$ cat config.mk
export PLATFORM = sky130hd
export DESIGN_NAME = oad_decoder
export DESIGN_NICKNAME = d
export VERILOG_FILES = /design/src/common/oad_pkg.sv /design/src/oad_addr_gen.sv /design/src/oad_core_regs.sv /design/src/oad_decoder.sv
export SDC_FILE = /design/constraint.sdc
export NUM_CORES = 1
export LEC_CHECK = 0
export ABC_AREA = 1
export BUFFER_PORTS_ARGS = -buffer_cell sky130_fd_sc_hd__buf_2
export CAP_MARGIN = 20
export CORE_UTILIZATION = 51
export DETAILED_ROUTE_END_ITERATION = 16
export MAX_ROUTING_LAYER = met4
export PLACE_DENSITY = 0.8
export SLEW_MARGIN = 20
export SYNTH_ARGS = -nofsm -noshare
export SYNTH_HDL_FRONTEND = slang
export SYNTH_SLANG_ARGS = --single-unit
$ cat constraint.sdc
create_clock -name REF_CLK -period 2.8 [get_ports REF_CLK]
set_clock_uncertainty 0.15 [all_clocks]
set_input_delay 0.42 -clock REF_CLK [delete_from_list [all_inputs] [get_ports REF_CLK]]
set_output_delay 0.42 -clock REF_CLK [all_outputs]
set_load 0.005 [all_outputs]
$ cat src/common/oad_pkg.sv
// Types and constants of the operand addressing decoder.
// Assumes a core sequencer that presents one decoded instruction at a time.
package oad_pkg;
  localparam int DATA_W = 8;
  localparam int AMODE_W = 4;
  localparam logic [3:0] LEN_ONE = 4'h1;
  localparam logic [3:0] LEN_TWO = 4'h2;
  localparam logic [3:0] LEN_THREE = 4'h3;
  localparam logic [7:0] PTR_STEP = 8'h01;
  localparam logic [7:0] FLAGS_RESET = 8'h02;

  // Addressing modes presented by the opcode decode
  localparam logic [3:0] AM_SRC_IMM = 4'h0;
  localparam logic [3:0] AM_SRC_DIR = 4'h1;
  localparam logic [3:0] AM_SRC_IDX = 4'h2;
  localparam logic [3:0] AM_DST_DIR = 4'h3;
  localparam logic [3:0] AM_DST_IDX = 4'h4;
  localparam logic [3:0] AM_DST_DIR_IMM = 4'h5;
  localparam logic [3:0] AM_DST_IDX_IMM = 4'h6;
  localparam logic [3:0] AM_MEM_MEM = 4'h7;
  localparam logic [3:0] AM_IND_LOAD = 4'h8;
  localparam logic [3:0] AM_IND_STORE = 4'h9;

  // Core registers selectable by the opcode
  localparam logic [1:0] REG_A = 2'h0;
  localparam logic [1:0] REG_X = 2'h1;
  localparam logic [1:0] REG_F = 2'h2;
  localparam logic [1:0] REG_SP = 2'h3;

  // Operation classes
  localparam logic [1:0] OP_MOVE = 2'h0;
  localparam logic [1:0] OP_ARITH = 2'h1;
  localparam logic [1:0] OP_AND = 2'h2;
  localparam logic [1:0] OP_OR = 2'h3;

  typedef struct packed {
    logic [3:0] mode;
    logic [1:0] reg_sel;
    logic [1:0] op;
    logic [7:0] opnd1;
    logic [7:0] opnd2;
  } oad_instr_s;

  typedef struct packed {
    logic req;
    logic we;
    logic space;
    logic [7:0] addr;
    logic [7:0] wdata;
  } oad_mem_s;

  typedef enum logic [5:0] {
    ST_IDLE = 6'b00_0001,
    ST_READ = 6'b00_0010,
    ST_PTR = 6'b00_0100,
    ST_XFER = 6'b00_1000,
    ST_INC = 6'b01_0000,
    ST_DONE = 6'b10_0000
  } oad_state_e;
endpackage : oad_pkg

$ cat src/oad_addr_gen.sv
// Effective address former for direct, indexed and pointer addressing.
// Assumes 8-bit address spaces; sums wrap.
module oad_addr_gen (
  input wire logic [7:0] base,
  input wire logic [7:0] index,
  input wire logic use_index,
  output logic [7:0] addr,
  output logic [7:0] base_inc
);
  logic [8:0] sum;
  logic [8:0] inc;

  always_comb
  begin
    sum = {1'b0, base} + {1'b0, (use_index ? index : 8'h00)};
    inc = {1'b0, base} + {1'b0, oad_pkg::PTR_STEP};
    addr = sum[7:0];  // [RULE_13]
    base_inc = inc[7:0];  // [RULE_13]
  end
endmodule : oad_addr_gen

$ cat src/oad_core_regs.sv
// Accumulator, index, stack pointer and flags of the core.
// Assumes one write port driven by the decoder sequencer.
module oad_core_regs (
  input wire logic clk,
  input wire logic rst,
  input wire logic we,
  input wire logic [1:0] sel,
  input wire logic [7:0] wdata,
  output logic [7:0] acc,
  output logic [7:0] idx,
  output logic [7:0] sp,
  output logic [7:0] flags
);
  logic [7:0] next_acc;
  logic [7:0] next_idx;
  logic [7:0] next_sp;
  logic [7:0] next_flags;

  always_comb
  begin
    next_acc = acc;
    next_idx = idx;
    next_sp = sp;
    next_flags = flags;
    if (we)
    begin
      case (sel)
        oad_pkg::REG_A: next_acc = wdata;
        oad_pkg::REG_X: next_idx = wdata;
        oad_pkg::REG_SP: next_sp = wdata;
        oad_pkg::REG_F: next_flags = wdata;
        default: next_acc = acc;
      endcase
    end
  end

  always_ff @(posedge clk)
  begin
    if (rst)
    begin
      acc <= 8'h00;
      idx <= 8'h00;
      sp <= 8'h00;
      flags <= oad_pkg::FLAGS_RESET;
    end
    else
    begin
      acc <= next_acc;
      idx <= next_idx;
      sp <= next_sp;
      flags <= next_flags;
    end
  end
endmodule : oad_core_regs

$ cat src/oad_decoder.sv
// Operand addressing decoder: sequences memory accesses per addressing mode.
// Assumes memory answers a read on the cycle after the request (RD_DATA).
// Notes on behaviour
// RULE_01 - Immediate source writes opcode-selected core register, length two
// RULE_02 - AND immediate into flags combines with flags
// RULE_03 - Direct source reads operand address, length two
// RULE_04 - Indexed source address is operand plus index
// RULE_05 - Arithmetic: memory first source, register second
// RULE_06 - Direct destination writes memory, accumulator kept
// RULE_07 - Indexed destination uses accumulator source only
// RULE_08 - Direct destination immediate source, length three
// RULE_09 - Indexed destination immediate source, length three
// RULE_10 - Memory to memory only for move, three
// RULE_11 - Indirect load into accumulator then pointer increments
// RULE_12 - Indirect store from accumulator then pointer increments
// RULE_13 - Address sums and increments wrap modulo 256
module oad_decoder (
  input wire logic REF_CLK,
  input wire logic SYS_RST,
  input wire logic START,
  input wire oad_pkg::oad_instr_s INSTR,
  input wire logic [7:0] RD_DATA,
  input wire logic [7:0] ALU_RESULT,
  output oad_pkg::oad_mem_s MEM,
  output logic [7:0] ALU_SRC1,
  output logic [7:0] ALU_SRC2,
  output logic [3:0] LENGTH,
  output logic DONE,
  output logic ILLEGAL,
  output logic [7:0] ACC,
  output logic [7:0] IDX,
  output logic [7:0] SP,
  output logic [7:0] FLAGS
);
  oad_pkg::oad_state_e state;
  oad_pkg::oad_state_e next_state;
  oad_pkg::oad_instr_s ins;
  oad_pkg::oad_instr_s next_ins;
  logic [7:0] ptr;
  logic [7:0] next_ptr;
  logic [7:0] src1;
  logic [7:0] next_src1;
  logic [7:0] src2;
  logic [7:0] next_src2;
  logic [3:0] len;
  logic [3:0] next_len;
  logic illegal;
  logic next_illegal;
  oad_pkg::oad_mem_s mem;
  logic reg_we;
  logic [1:0] reg_sel;
  logic [7:0] reg_wdata;
  logic [7:0] acc;
  logic [7:0] idx;
  logic [7:0] sp;
  logic [7:0] flags;
  logic use_index;
  logic [7:0] eff_addr;
  logic [7:0] ptr_inc;
  logic [7:0] sel_reg;
  logic is_move;

  oad_core_regs u_regs (
    .clk(REF_CLK),
    .rst(SYS_RST),
    .we(reg_we),
    .sel(reg_sel),
    .wdata(reg_wdata),
    .acc(acc),
    .idx(idx),
    .sp(sp),
    .flags(flags)
  );

  oad_addr_gen u_addr (
    .base(ins.opnd1),
    .index(idx),
    .use_index(use_index),
    .addr(eff_addr),
    .base_inc(ptr_inc)
  );

  logic [8:0] ptr_sum;
  always_comb
  begin
    ptr_sum = {1'b0, ptr} + {1'b0, oad_pkg::PTR_STEP};
  end

  always_comb
  begin
    use_index = (ins.mode == oad_pkg::AM_SRC_IDX) || (ins.mode == oad_pkg::AM_DST_IDX)
      || (ins.mode == oad_pkg::AM_DST_IDX_IMM);  // [RULE_04] [RULE_07] [RULE_09]
    is_move = (ins.op == oad_pkg::OP_MOVE);
    // In idle the mux looks at the incoming opcode so sources can be preloaded
    case ((state == oad_pkg::ST_IDLE) ? INSTR.reg_sel : ins.reg_sel)
      oad_pkg::REG_X: sel_reg = idx;
      oad_pkg::REG_F: sel_reg = flags;
      oad_pkg::REG_SP: sel_reg = sp;
      default: sel_reg = acc;
    endcase
  end

  always_comb
  begin
    next_state = state;
    next_ins = ins;
    next_ptr = ptr;
    next_src1 = src1;
    next_src2 = src2;
    next_len = len;
    next_illegal = illegal;
    mem = '0;
    reg_we = 1'b0;
    reg_sel = ins.reg_sel;
    reg_wdata = 8'h00;
    case (state)
      oad_pkg::ST_IDLE:
      begin
        if (START)
        begin
          next_ins = INSTR;
          next_src1 = INSTR.opnd1;  // [RULE_01]
          next_src2 = sel_reg;  // [RULE_05]
          next_illegal = 1'b0;
          next_state = oad_pkg::ST_READ;
          case (INSTR.mode)
            oad_pkg::AM_SRC_IMM, oad_pkg::AM_SRC_DIR, oad_pkg::AM_SRC_IDX,
            oad_pkg::AM_DST_DIR, oad_pkg::AM_DST_IDX:
              next_len = oad_pkg::LEN_TWO;  // [RULE_01] [RULE_03] [RULE_04] [RULE_06] [RULE_07]
            oad_pkg::AM_DST_DIR_IMM, oad_pkg::AM_DST_IDX_IMM:
              next_len = oad_pkg::LEN_THREE;  // [RULE_08] [RULE_09]
            oad_pkg::AM_MEM_MEM:
            begin
              next_len = oad_pkg::LEN_THREE;  // [RULE_10]
              next_illegal = INSTR.op != oad_pkg::OP_MOVE;
            end
            oad_pkg::AM_IND_LOAD, oad_pkg::AM_IND_STORE:
            begin
              next_len = oad_pkg::LEN_TWO;  // [RULE_11] [RULE_12]
              next_illegal = INSTR.op != oad_pkg::OP_MOVE;
            end
            default:
            begin
              next_len = oad_pkg::LEN_ONE;
              next_illegal = 1'b1;
            end
          endcase
        end
      end
      oad_pkg::ST_READ:
      begin
        // Issue the operand read; immediate source, destination move and illegal cases skip it
        if (illegal)
          next_state = oad_pkg::ST_DONE;
        else
        begin
          case (ins.mode)
            oad_pkg::AM_SRC_IMM:
            begin
              reg_we = 1'b1;  // [RULE_01]
              if (ins.reg_sel == oad_pkg::REG_F && ins.op == oad_pkg::OP_AND)
                reg_wdata = flags & ins.opnd1;  // [RULE_02]
              else if (ins.op == oad_pkg::OP_OR)
                reg_wdata = sel_reg | ins.opnd1;
              else if (ins.op == oad_pkg::OP_AND)
                reg_wdata = sel_reg & ins.opnd1;
              else if (ins.op == oad_pkg::OP_ARITH)
                reg_wdata = ALU_RESULT;
              else
                reg_wdata = ins.opnd1;
              next_src1 = ins.opnd1;
              next_src2 = sel_reg;
              next_state = oad_pkg::ST_DONE;
            end
            oad_pkg::AM_DST_DIR, oad_pkg::AM_DST_IDX:
            begin
              // Indexed destination always sources the accumulator
              next_src2 = (ins.mode == oad_pkg::AM_DST_IDX) ? acc : sel_reg;  // [RULE_06] [RULE_07]
              mem.req = ~is_move;
              mem.addr = eff_addr;
              next_state = oad_pkg::ST_XFER;
            end
            oad_pkg::AM_DST_DIR_IMM, oad_pkg::AM_DST_IDX_IMM:
            begin
              next_src2 = ins.opnd2;  // [RULE_08] [RULE_09]
              mem.req = ~is_move;
              mem.addr = eff_addr;
              next_state = oad_pkg::ST_XFER;
            end
            oad_pkg::AM_MEM_MEM:
            begin
              mem.req = 1'b1;
              mem.addr = ins.opnd2;  // [RULE_10]
              next_state = oad_pkg::ST_XFER;
            end
            oad_pkg::AM_IND_LOAD, oad_pkg::AM_IND_STORE:
            begin
              mem.req = 1'b1;
              mem.addr = ins.opnd1;  // [RULE_11] [RULE_12]
              next_state = oad_pkg::ST_PTR;
            end
            default:
            begin
              mem.req = 1'b1;
              mem.addr = eff_addr;  // [RULE_03] [RULE_04]
              next_state = oad_pkg::ST_XFER;
            end
          endcase
        end
      end
      oad_pkg::ST_PTR:
      begin
        next_ptr = RD_DATA;
        mem.req = 1'b1;
        mem.addr = RD_DATA;
        mem.we = ins.mode == oad_pkg::AM_IND_STORE;
        mem.wdata = acc;  // [RULE_12]
        next_state = oad_pkg::ST_XFER;
      end
      oad_pkg::ST_XFER:
      begin
        case (ins.mode)
          oad_pkg::AM_SRC_DIR, oad_pkg::AM_SRC_IDX:
          begin
            next_src1 = RD_DATA;  // [RULE_05]
            next_src2 = sel_reg;  // [RULE_05]
            reg_we = 1'b1;
            reg_wdata = is_move ? RD_DATA : ALU_RESULT;  // [RULE_03]
            next_state = oad_pkg::ST_DONE;
          end
          oad_pkg::AM_MEM_MEM:
          begin
            mem.req = 1'b1;
            mem.we = 1'b1;
            mem.addr = ins.opnd1;
            mem.wdata = RD_DATA;  // [RULE_10]
            next_state = oad_pkg::ST_DONE;
          end
          oad_pkg::AM_IND_LOAD, oad_pkg::AM_IND_STORE:
          begin
            if (ins.mode == oad_pkg::AM_IND_LOAD)
            begin
              reg_we = 1'b1;
              reg_sel = oad_pkg::REG_A;
              reg_wdata = RD_DATA;  // [RULE_11]
            end
            next_state = oad_pkg::ST_INC;
          end
          default:
          begin
            // Destination modes: memory operand is the first source
            next_src1 = RD_DATA;
            mem.req = 1'b1;
            mem.we = 1'b1;
            mem.addr = eff_addr;  // [RULE_06] [RULE_07] [RULE_08] [RULE_09]
            mem.wdata = is_move ? src2 : ALU_RESULT;
            next_state = oad_pkg::ST_DONE;
          end
        endcase
      end
      oad_pkg::ST_INC:
      begin
        mem.req = 1'b1;
        mem.we = 1'b1;
        mem.addr = ins.opnd1;
        mem.wdata = ptr_sum[7:0];  // [RULE_11] [RULE_12] [RULE_13]
        next_state = oad_pkg::ST_DONE;
      end
      oad_pkg::ST_DONE:
        next_state = oad_pkg::ST_IDLE;
      default:
        next_state = oad_pkg::ST_IDLE;
    endcase
  end

  always_ff @(posedge REF_CLK)
  begin
    if (SYS_RST)
    begin
      state <= oad_pkg::ST_IDLE;
      ins <= '0;
      ptr <= 8'h00;
      src1 <= 8'h00;
      src2 <= 8'h00;
      len <= 4'h0;
      illegal <= 1'b0;
    end
    else
    begin
      state <= next_state;
      ins <= next_ins;
      ptr <= next_ptr;
      src1 <= next_src1;
      src2 <= next_src2;
      len <= next_len;
      illegal <= next_illegal;
    end
  end

  // Memory space bit: opcode selects RAM (0) or register space (1); memory-to-memory and indirect modes always use RAM
  always_comb
  begin
    MEM = mem;
    MEM.space = ins.reg_sel[1] & ~(ins.mode inside {oad_pkg::AM_MEM_MEM, oad_pkg::AM_IND_LOAD,
      oad_pkg::AM_IND_STORE});
  end

  assign ALU_SRC1 = (state == oad_pkg::ST_XFER) ? RD_DATA : src1;
  assign ALU_SRC2 = src2;
  assign LENGTH = len;
  assign DONE = state == oad_pkg::ST_DONE;
  assign ILLEGAL = illegal & DONE;
  assign ACC = acc;
  assign IDX = idx;
  assign SP = sp;
  assign FLAGS = flags;

  a_len_three: assert property (@(posedge REF_CLK) disable iff (SYS_RST)
    DONE && !illegal && ins.mode == oad_pkg::AM_DST_DIR_IMM |-> LENGTH == 4'h3)  // [RULE_08]
    else $error("direct destination immediate length not three");
  a_len_two: assert property (@(posedge REF_CLK) disable iff (SYS_RST)
    DONE && ins.mode == oad_pkg::AM_SRC_DIR |-> LENGTH == 4'h2)  // [RULE_03]
    else $error("direct source length not two");
  a_flag_and: assert property (@(posedge REF_CLK) disable iff (SYS_RST)
    state == oad_pkg::ST_READ && !illegal && ins.mode == oad_pkg::AM_SRC_IMM && ins.reg_sel == oad_pkg::REG_F
    && ins.op == oad_pkg::OP_AND |=> FLAGS == ($past(FLAGS) & $past(ins.opnd1)))  // [RULE_02]
    else $error("flags AND result wrong");
  a_idx_addr: assert property (@(posedge REF_CLK) disable iff (SYS_RST)
    state == oad_pkg::ST_READ && !illegal && ins.mode == oad_pkg::AM_SRC_IDX
    |-> MEM.req && MEM.addr == 8'(ins.opnd1 + idx))  // [RULE_04]
    else $error("indexed source address wrong");
  a_dst_acc: assert property (@(posedge REF_CLK) disable iff (SYS_RST)
    state == oad_pkg::ST_READ && !illegal && ins.mode == oad_pkg::AM_DST_DIR |=> ##1 ACC == $past(ACC, 2))  // [RULE_06]
    else $error("accumulator changed by direct destination");
  a_mm_copy: assert property (@(posedge REF_CLK) disable iff (SYS_RST)
    state == oad_pkg::ST_READ && !illegal && ins.mode == oad_pkg::AM_MEM_MEM
    |=> MEM.we && MEM.addr == ins.opnd1 && MEM.wdata == RD_DATA)  // [RULE_10]
    else $error("memory copy write wrong");
  a_ptr_inc: assert property (@(posedge REF_CLK) disable iff (SYS_RST)
    state == oad_pkg::ST_PTR |=> ##1 MEM.we && MEM.wdata == 8'($past(RD_DATA, 2) + 8'h01))  // [RULE_11] [RULE_13]
    else $error("pointer not incremented");
  a_ind_store: assert property (@(posedge REF_CLK) disable iff (SYS_RST)
    state == oad_pkg::ST_PTR && ins.mode == oad_pkg::AM_IND_STORE |-> MEM.we && MEM.wdata == ACC)  // [RULE_12]
    else $error("indirect store data wrong");
  a_mm_move: assert property (@(posedge REF_CLK) disable iff (SYS_RST)
    DONE && ins.mode == oad_pkg::AM_MEM_MEM && ins.op != oad_pkg::OP_MOVE |-> ILLEGAL)  // [RULE_10]
    else $error("memory copy accepted for non-move");
  c_ind_load: cover property (@(posedge REF_CLK) state == oad_pkg::ST_INC && ins.mode == oad_pkg::AM_IND_LOAD);
  c_mem_mem: cover property (@(posedge REF_CLK) DONE && ins.mode == oad_pkg::AM_MEM_MEM && !illegal);
  c_dst_idx: cover property (@(posedge REF_CLK) DONE && ins.mode == oad_pkg::AM_DST_IDX_IMM);
endmodule : oad_decoder

; Word-level counts from Yosys, hierarchy flattened
; Cells that the tools add are included.
[totals]
register_bits = 91
input_bits = 43
out_inout_bits = 73
wordCells = 144
[op_classes]
add_sub_neg = 2
n_eq_ne = 40
n_mux = 51
bitwise = 7
reduce_logical = 29
[op_table]
columns = op, count
row1 = 8-bit two-way mux, 20
row2 = 8-bit one-hot mux with 3 select lines, 6
row3 = "4-bit by 3-bit equality test with 1-bit output, second input constant", 8
row4 = 16-bit one-hot mux with 2 select lines, 1
row5 = 8-bit one-hot mux with 2 select lines, 2
row6 = 8-bit one-hot mux with 4 select lines, 1
row7 = 6-bit one-hot mux with 5 select lines, 1
row8 = 6-bit two-way mux, 3
row9 = 8-bit AND, 2
row10 = "4-bit by 2-bit equality test with 1-bit output, second input constant", 4
row11 = "4-bit equality test, second input constant", 4
row12 = "2-bit equality test, second input constant", 7
row13 = 7-bit OR reduction, 2
row14 = 6-bit one-hot mux with 2 select lines, 1
row15 = 2-bit two-way mux, 5
row16 = 2-bit AND reduction, 5
row17 = 5-bit AND reduction, 2
row18 = 2-bit OR reduction, 5
row19 = 3-bit OR reduction, 3
row20 = "8-bit by 1-bit adder with 8-bit output, second input constant", 1
row21 = 8-bit adder, 1
row22 = "4-bit by 1-bit equality test with 1-bit output, second input constant", 2
row23 = 4-bit zero test, 2
row24 = 8-bit bitwise OR, 1
row25 = other kinds (22), 40

; Longest topological paths before layout
[depth]
depth_word = 11
mapped_depth = 18
ltp_nobuf = 17

; Modules after synthesis
; From an unflattened synthesis, not the netlist that was laid out.
[hier_totals]
hier_cells = 1040
hier_area_um2 = 6502.5
[by_module_without_submodules]
columns = mod, n_inst, cells_per_inst, area_per_inst_um2, seq_area_each_um2
row1 = oad_decoder, 1, 737, 4519.3, 1141.1
row2 = oad_core_regs, 1, 206, 1435.1, 640.6
row3 = oad_addr_gen, 1, 97, 548.0, 0.0

; Worst setup path after synthesis
; No wires, ideal clock.
[synth_path]
path_kind = register to output
from = reg ins[21] (netlist name)
to = out MEM[15] (netlist name)
arrival_time_ns = 2.164
required_ns = 2.230
slack_ns = 0.066
path_stages_with_launch = 16
cell_sequence = dfxtp_1 -> nor2_1 -> nor3_1 -> inv_1 -> nor2_1 -> ha_1 -> nand3_1 -> nand2_1 -> a21oi_1 -> o21ai_0 -> nand2_1 -> nand2_1 -> a21oi_1 -> xor2_1 -> or2_2 -> nand3_1
[synth_rtl]
columns = element, line_no
row1 = "start, declared", oad_decoder.sv:37  ; oad_pkg::oad_instr_s ins;
row2 = "start signal, assigned", oad_decoder.sv:291  ; ins <= next_ins;
row3 = "end, declared", oad_decoder.sv:24  ; output oad_pkg::oad_mem_s MEM,

==> metrics.txt <==
met1 Use GR 48.5%; maximum VDD drop 0.494 mV; DRT iter0 DRCs 866; CTS tree done; Die W 111 um; busiest grt layer met2; min Tclk post-route 3320 ps; placed instance area 6990 um^2; Slew headroom 61.6%; max cap viols 0; Residual DRC 0; met3 global-route usage 7.57%; Crit. End Element output port; fin cells 1,235; post-route cell area 7600 um^2; drt first pass iters 9; Tightest Hold Check Type input port to flop; Post-synth EDFFs 0; Die ar. 12,200 um^2; drt via density 5.88; status finished with violations; top-count cell post-synth nand2_1; worst hold margin 138 ps; Die Y 111 um; YS warnings 0; area leader, netlist dfxtp_1; area share of the largest cell type after synthesis 29.7%; Final Max Tran Viols 0; GRT Util Overall 38.2%; io pins 116; CORE AREA 11,500 um^2; ys flop type dfxtp_1; largest net degree at the start of global routing 31; CTS buffer count 9; Crit Path Class flop to output port; Unique masters post-synth 55; Worst setup SP type flop; Max Fclk 0.301 GHz; clk slew on worst S/H paths 60 ps; grt ovf 0; Via Count 7,259; Yosys reg bits 89; CTS root buf clkbuf_16; DRT antenna net count 0; worst-path fanout max 4; Area growth syn-to-layout 26.5%; Post-DP HPWL 17,700 um; vias in the first global route 6,629; WL per Instance 18.4 um; initial antenna violation count 0; H-tree Lvls 3; number of hold buffers added after cts 0; diodes inserted 0; Nets 1,141; Final Hold Fails 0; Routed Wire Length 22,700 um; RSZ-0062 raised after global routing yes; Clock Tree Buf Depth 2; actual slew at the worst max-slew pin 570 ps; number of clock sinks 89; failing checks negative setup slack; clk_lat worst skew 350 ps; Arr. time, crit path 2750 ps; LEAKAGE 0.00371 uW; Placed Cells 1,207; setup ws final -520 ps; placer congestion estimate 1.03; port bufs 113; top post-synthesis cells by count 188 x nand2_1, 140 x inv_1, 98 x a21oi_1; worst path required time 2230 ps; Synth Instances 930; asr flop ratio synth 0%; power density cells 486 nW/um^2; post-synthesis sequential area ratio 29.7%; global-route wire length before repair 35,300 um; setup TNS -2640 ps; largest cells by area after synthesis dfxtp_1 30%, nand2_1 12%, inv_1 8.7%, a21oi_1 8.2%, nand3_1 6.3%; global routing met2 resource utilization 60.1%; syn_area_per_cell 6.46 um^2; post-synthesis cell area 6010 um^2; Starting Density 52.4%; Power Total 3690 uW; Rows 39; final worst path period share 119%; share of cells above drive strength 1 25.2%; number of setup violations in the final report 8
-- logic make-up after synthesis --
family / share of synthesized area (%)
AND/OR/NAND/NOR: 30.6
XOR/XNOR: 0.729
AO/OA/AOI/OAI: 24.6
adder cells (fa/ha/maj): 2.00
buffers and inverters: 12.3
other: 0.0624
flip-flops: 29.7
-- flip-flops by register name (all words and copies together), names as in the netlist --
register      cells
ALU_SRC2          8
LENGTH            2
illegal           1
ins              24
ptr               8
src1              8
state             6
u_regs.acc        8
u_regs.flags      8
u_regs.idx        8
u_regs.sp         8
-- area by class of cell --
class	instances	area (um^2)
inverters	149	574
repair buffers	180	1110
well taps	143	179
flip-flops and latches	89	1790
clock buffers	13	240
clock inverters	1	5.00
fillers	1091	3870
multi-input cells	660	3700
-- power by group --
| group | leakage [uW] | switching [uW] | total [uW] | internal [uW] |
|---|---|---|---|---|
| registers | 0.000728 | 77.8 | 1440 | 1360 |
| logic | 0.00287 | 751 | 1170 | 414 |
| clock network | 0.000120 | 493 | 1080 | 591 |
| total | 0.00371 | 1320 | 3690 | 2370 |
-- cells in the final DEF (no fill, tap or decap), types with 6 or more instances in the layout --
cell,Yosys,layout
buf_6,3,9
o211ai_1,8,8
nand2_2,9,10
buf_4,3,57
a21oi_1,98,92
clkbuf_16,0,9
nand4_1,12,12
buf_2,4,113
nand2_1,188,185
ha_1,8,6
nor2_1,69,62
nor2_4,4,8
nor2_2,3,6
o21ai_0,66,63
dfxtp_1,89,85
inv_2,5,10
nand3_1,76,73
o21a_1,16,16
nor3_1,11,10
o221ai_1,7,6
o22ai_1,24,23
inv_1,140,133
a21oi_2,1,6
-- final timing paths --
| check | from | to | slack, ps | cells after the start |
|---|---|---|---|---|
| worst min register to register | LENGTH[1]$_SDFFE_PP0P_ | LENGTH[1]$_SDFFE_PP0P_ | 310 | 2 |
| worst min-delay path | INSTR[0] | ins[0]$_SDFFE_PP0P_ | 140 | 3 |
| worst max-delay path | ins[21]$_SDFFE_PP0P_ | MEM[14] | -520 | 17 |
| worst max register to register | ins[21]$_SDFFE_PP0P_ | u_regs.acc[7]$_SDFFE_PP0P_ | 240 | 14 |
-- layer usage --
layer,vias up,wire [um]
li1,3429,-
met1,3315,9120
met2,441,10600
met3,74,2230
met4,0,741
met5,-,0
-- critical path, stage by stage (launching register included) --
cell and delay [ps]:
dfxtp_2 330, nor2_4 140, nor3_4 60, inv_2 100
buf_4 120, buf_6 90, nor2_4 30, ha_4 160
buf_6 110, fa_2 360, nand3_2 110, nand2_1 70
nand2_1 90, nand2_1 70, a21oi_2 150, xor2_1 180
o21ai_2 90, buf_2 150
-- what timing repair did --
action / in CTS / in global routing
pin swaps: 18 / 16
endpoints found under the setup margin: 8 / 17
setup buffers: 11 / 8
endpoints found under the hold margin: 0 / 0
gates resized for setup: 34 / 34
-- metrics by stage --
stage	utilization, %	setup slack [ps]
final	66.3	-520
after global routing	66.3	-639
after CTS	64.8	-504
after detailed placement	61.0	-408
after global placement	61.0	-376
after floorplan	-	66.1
Power figures use the tool's default switching activity.
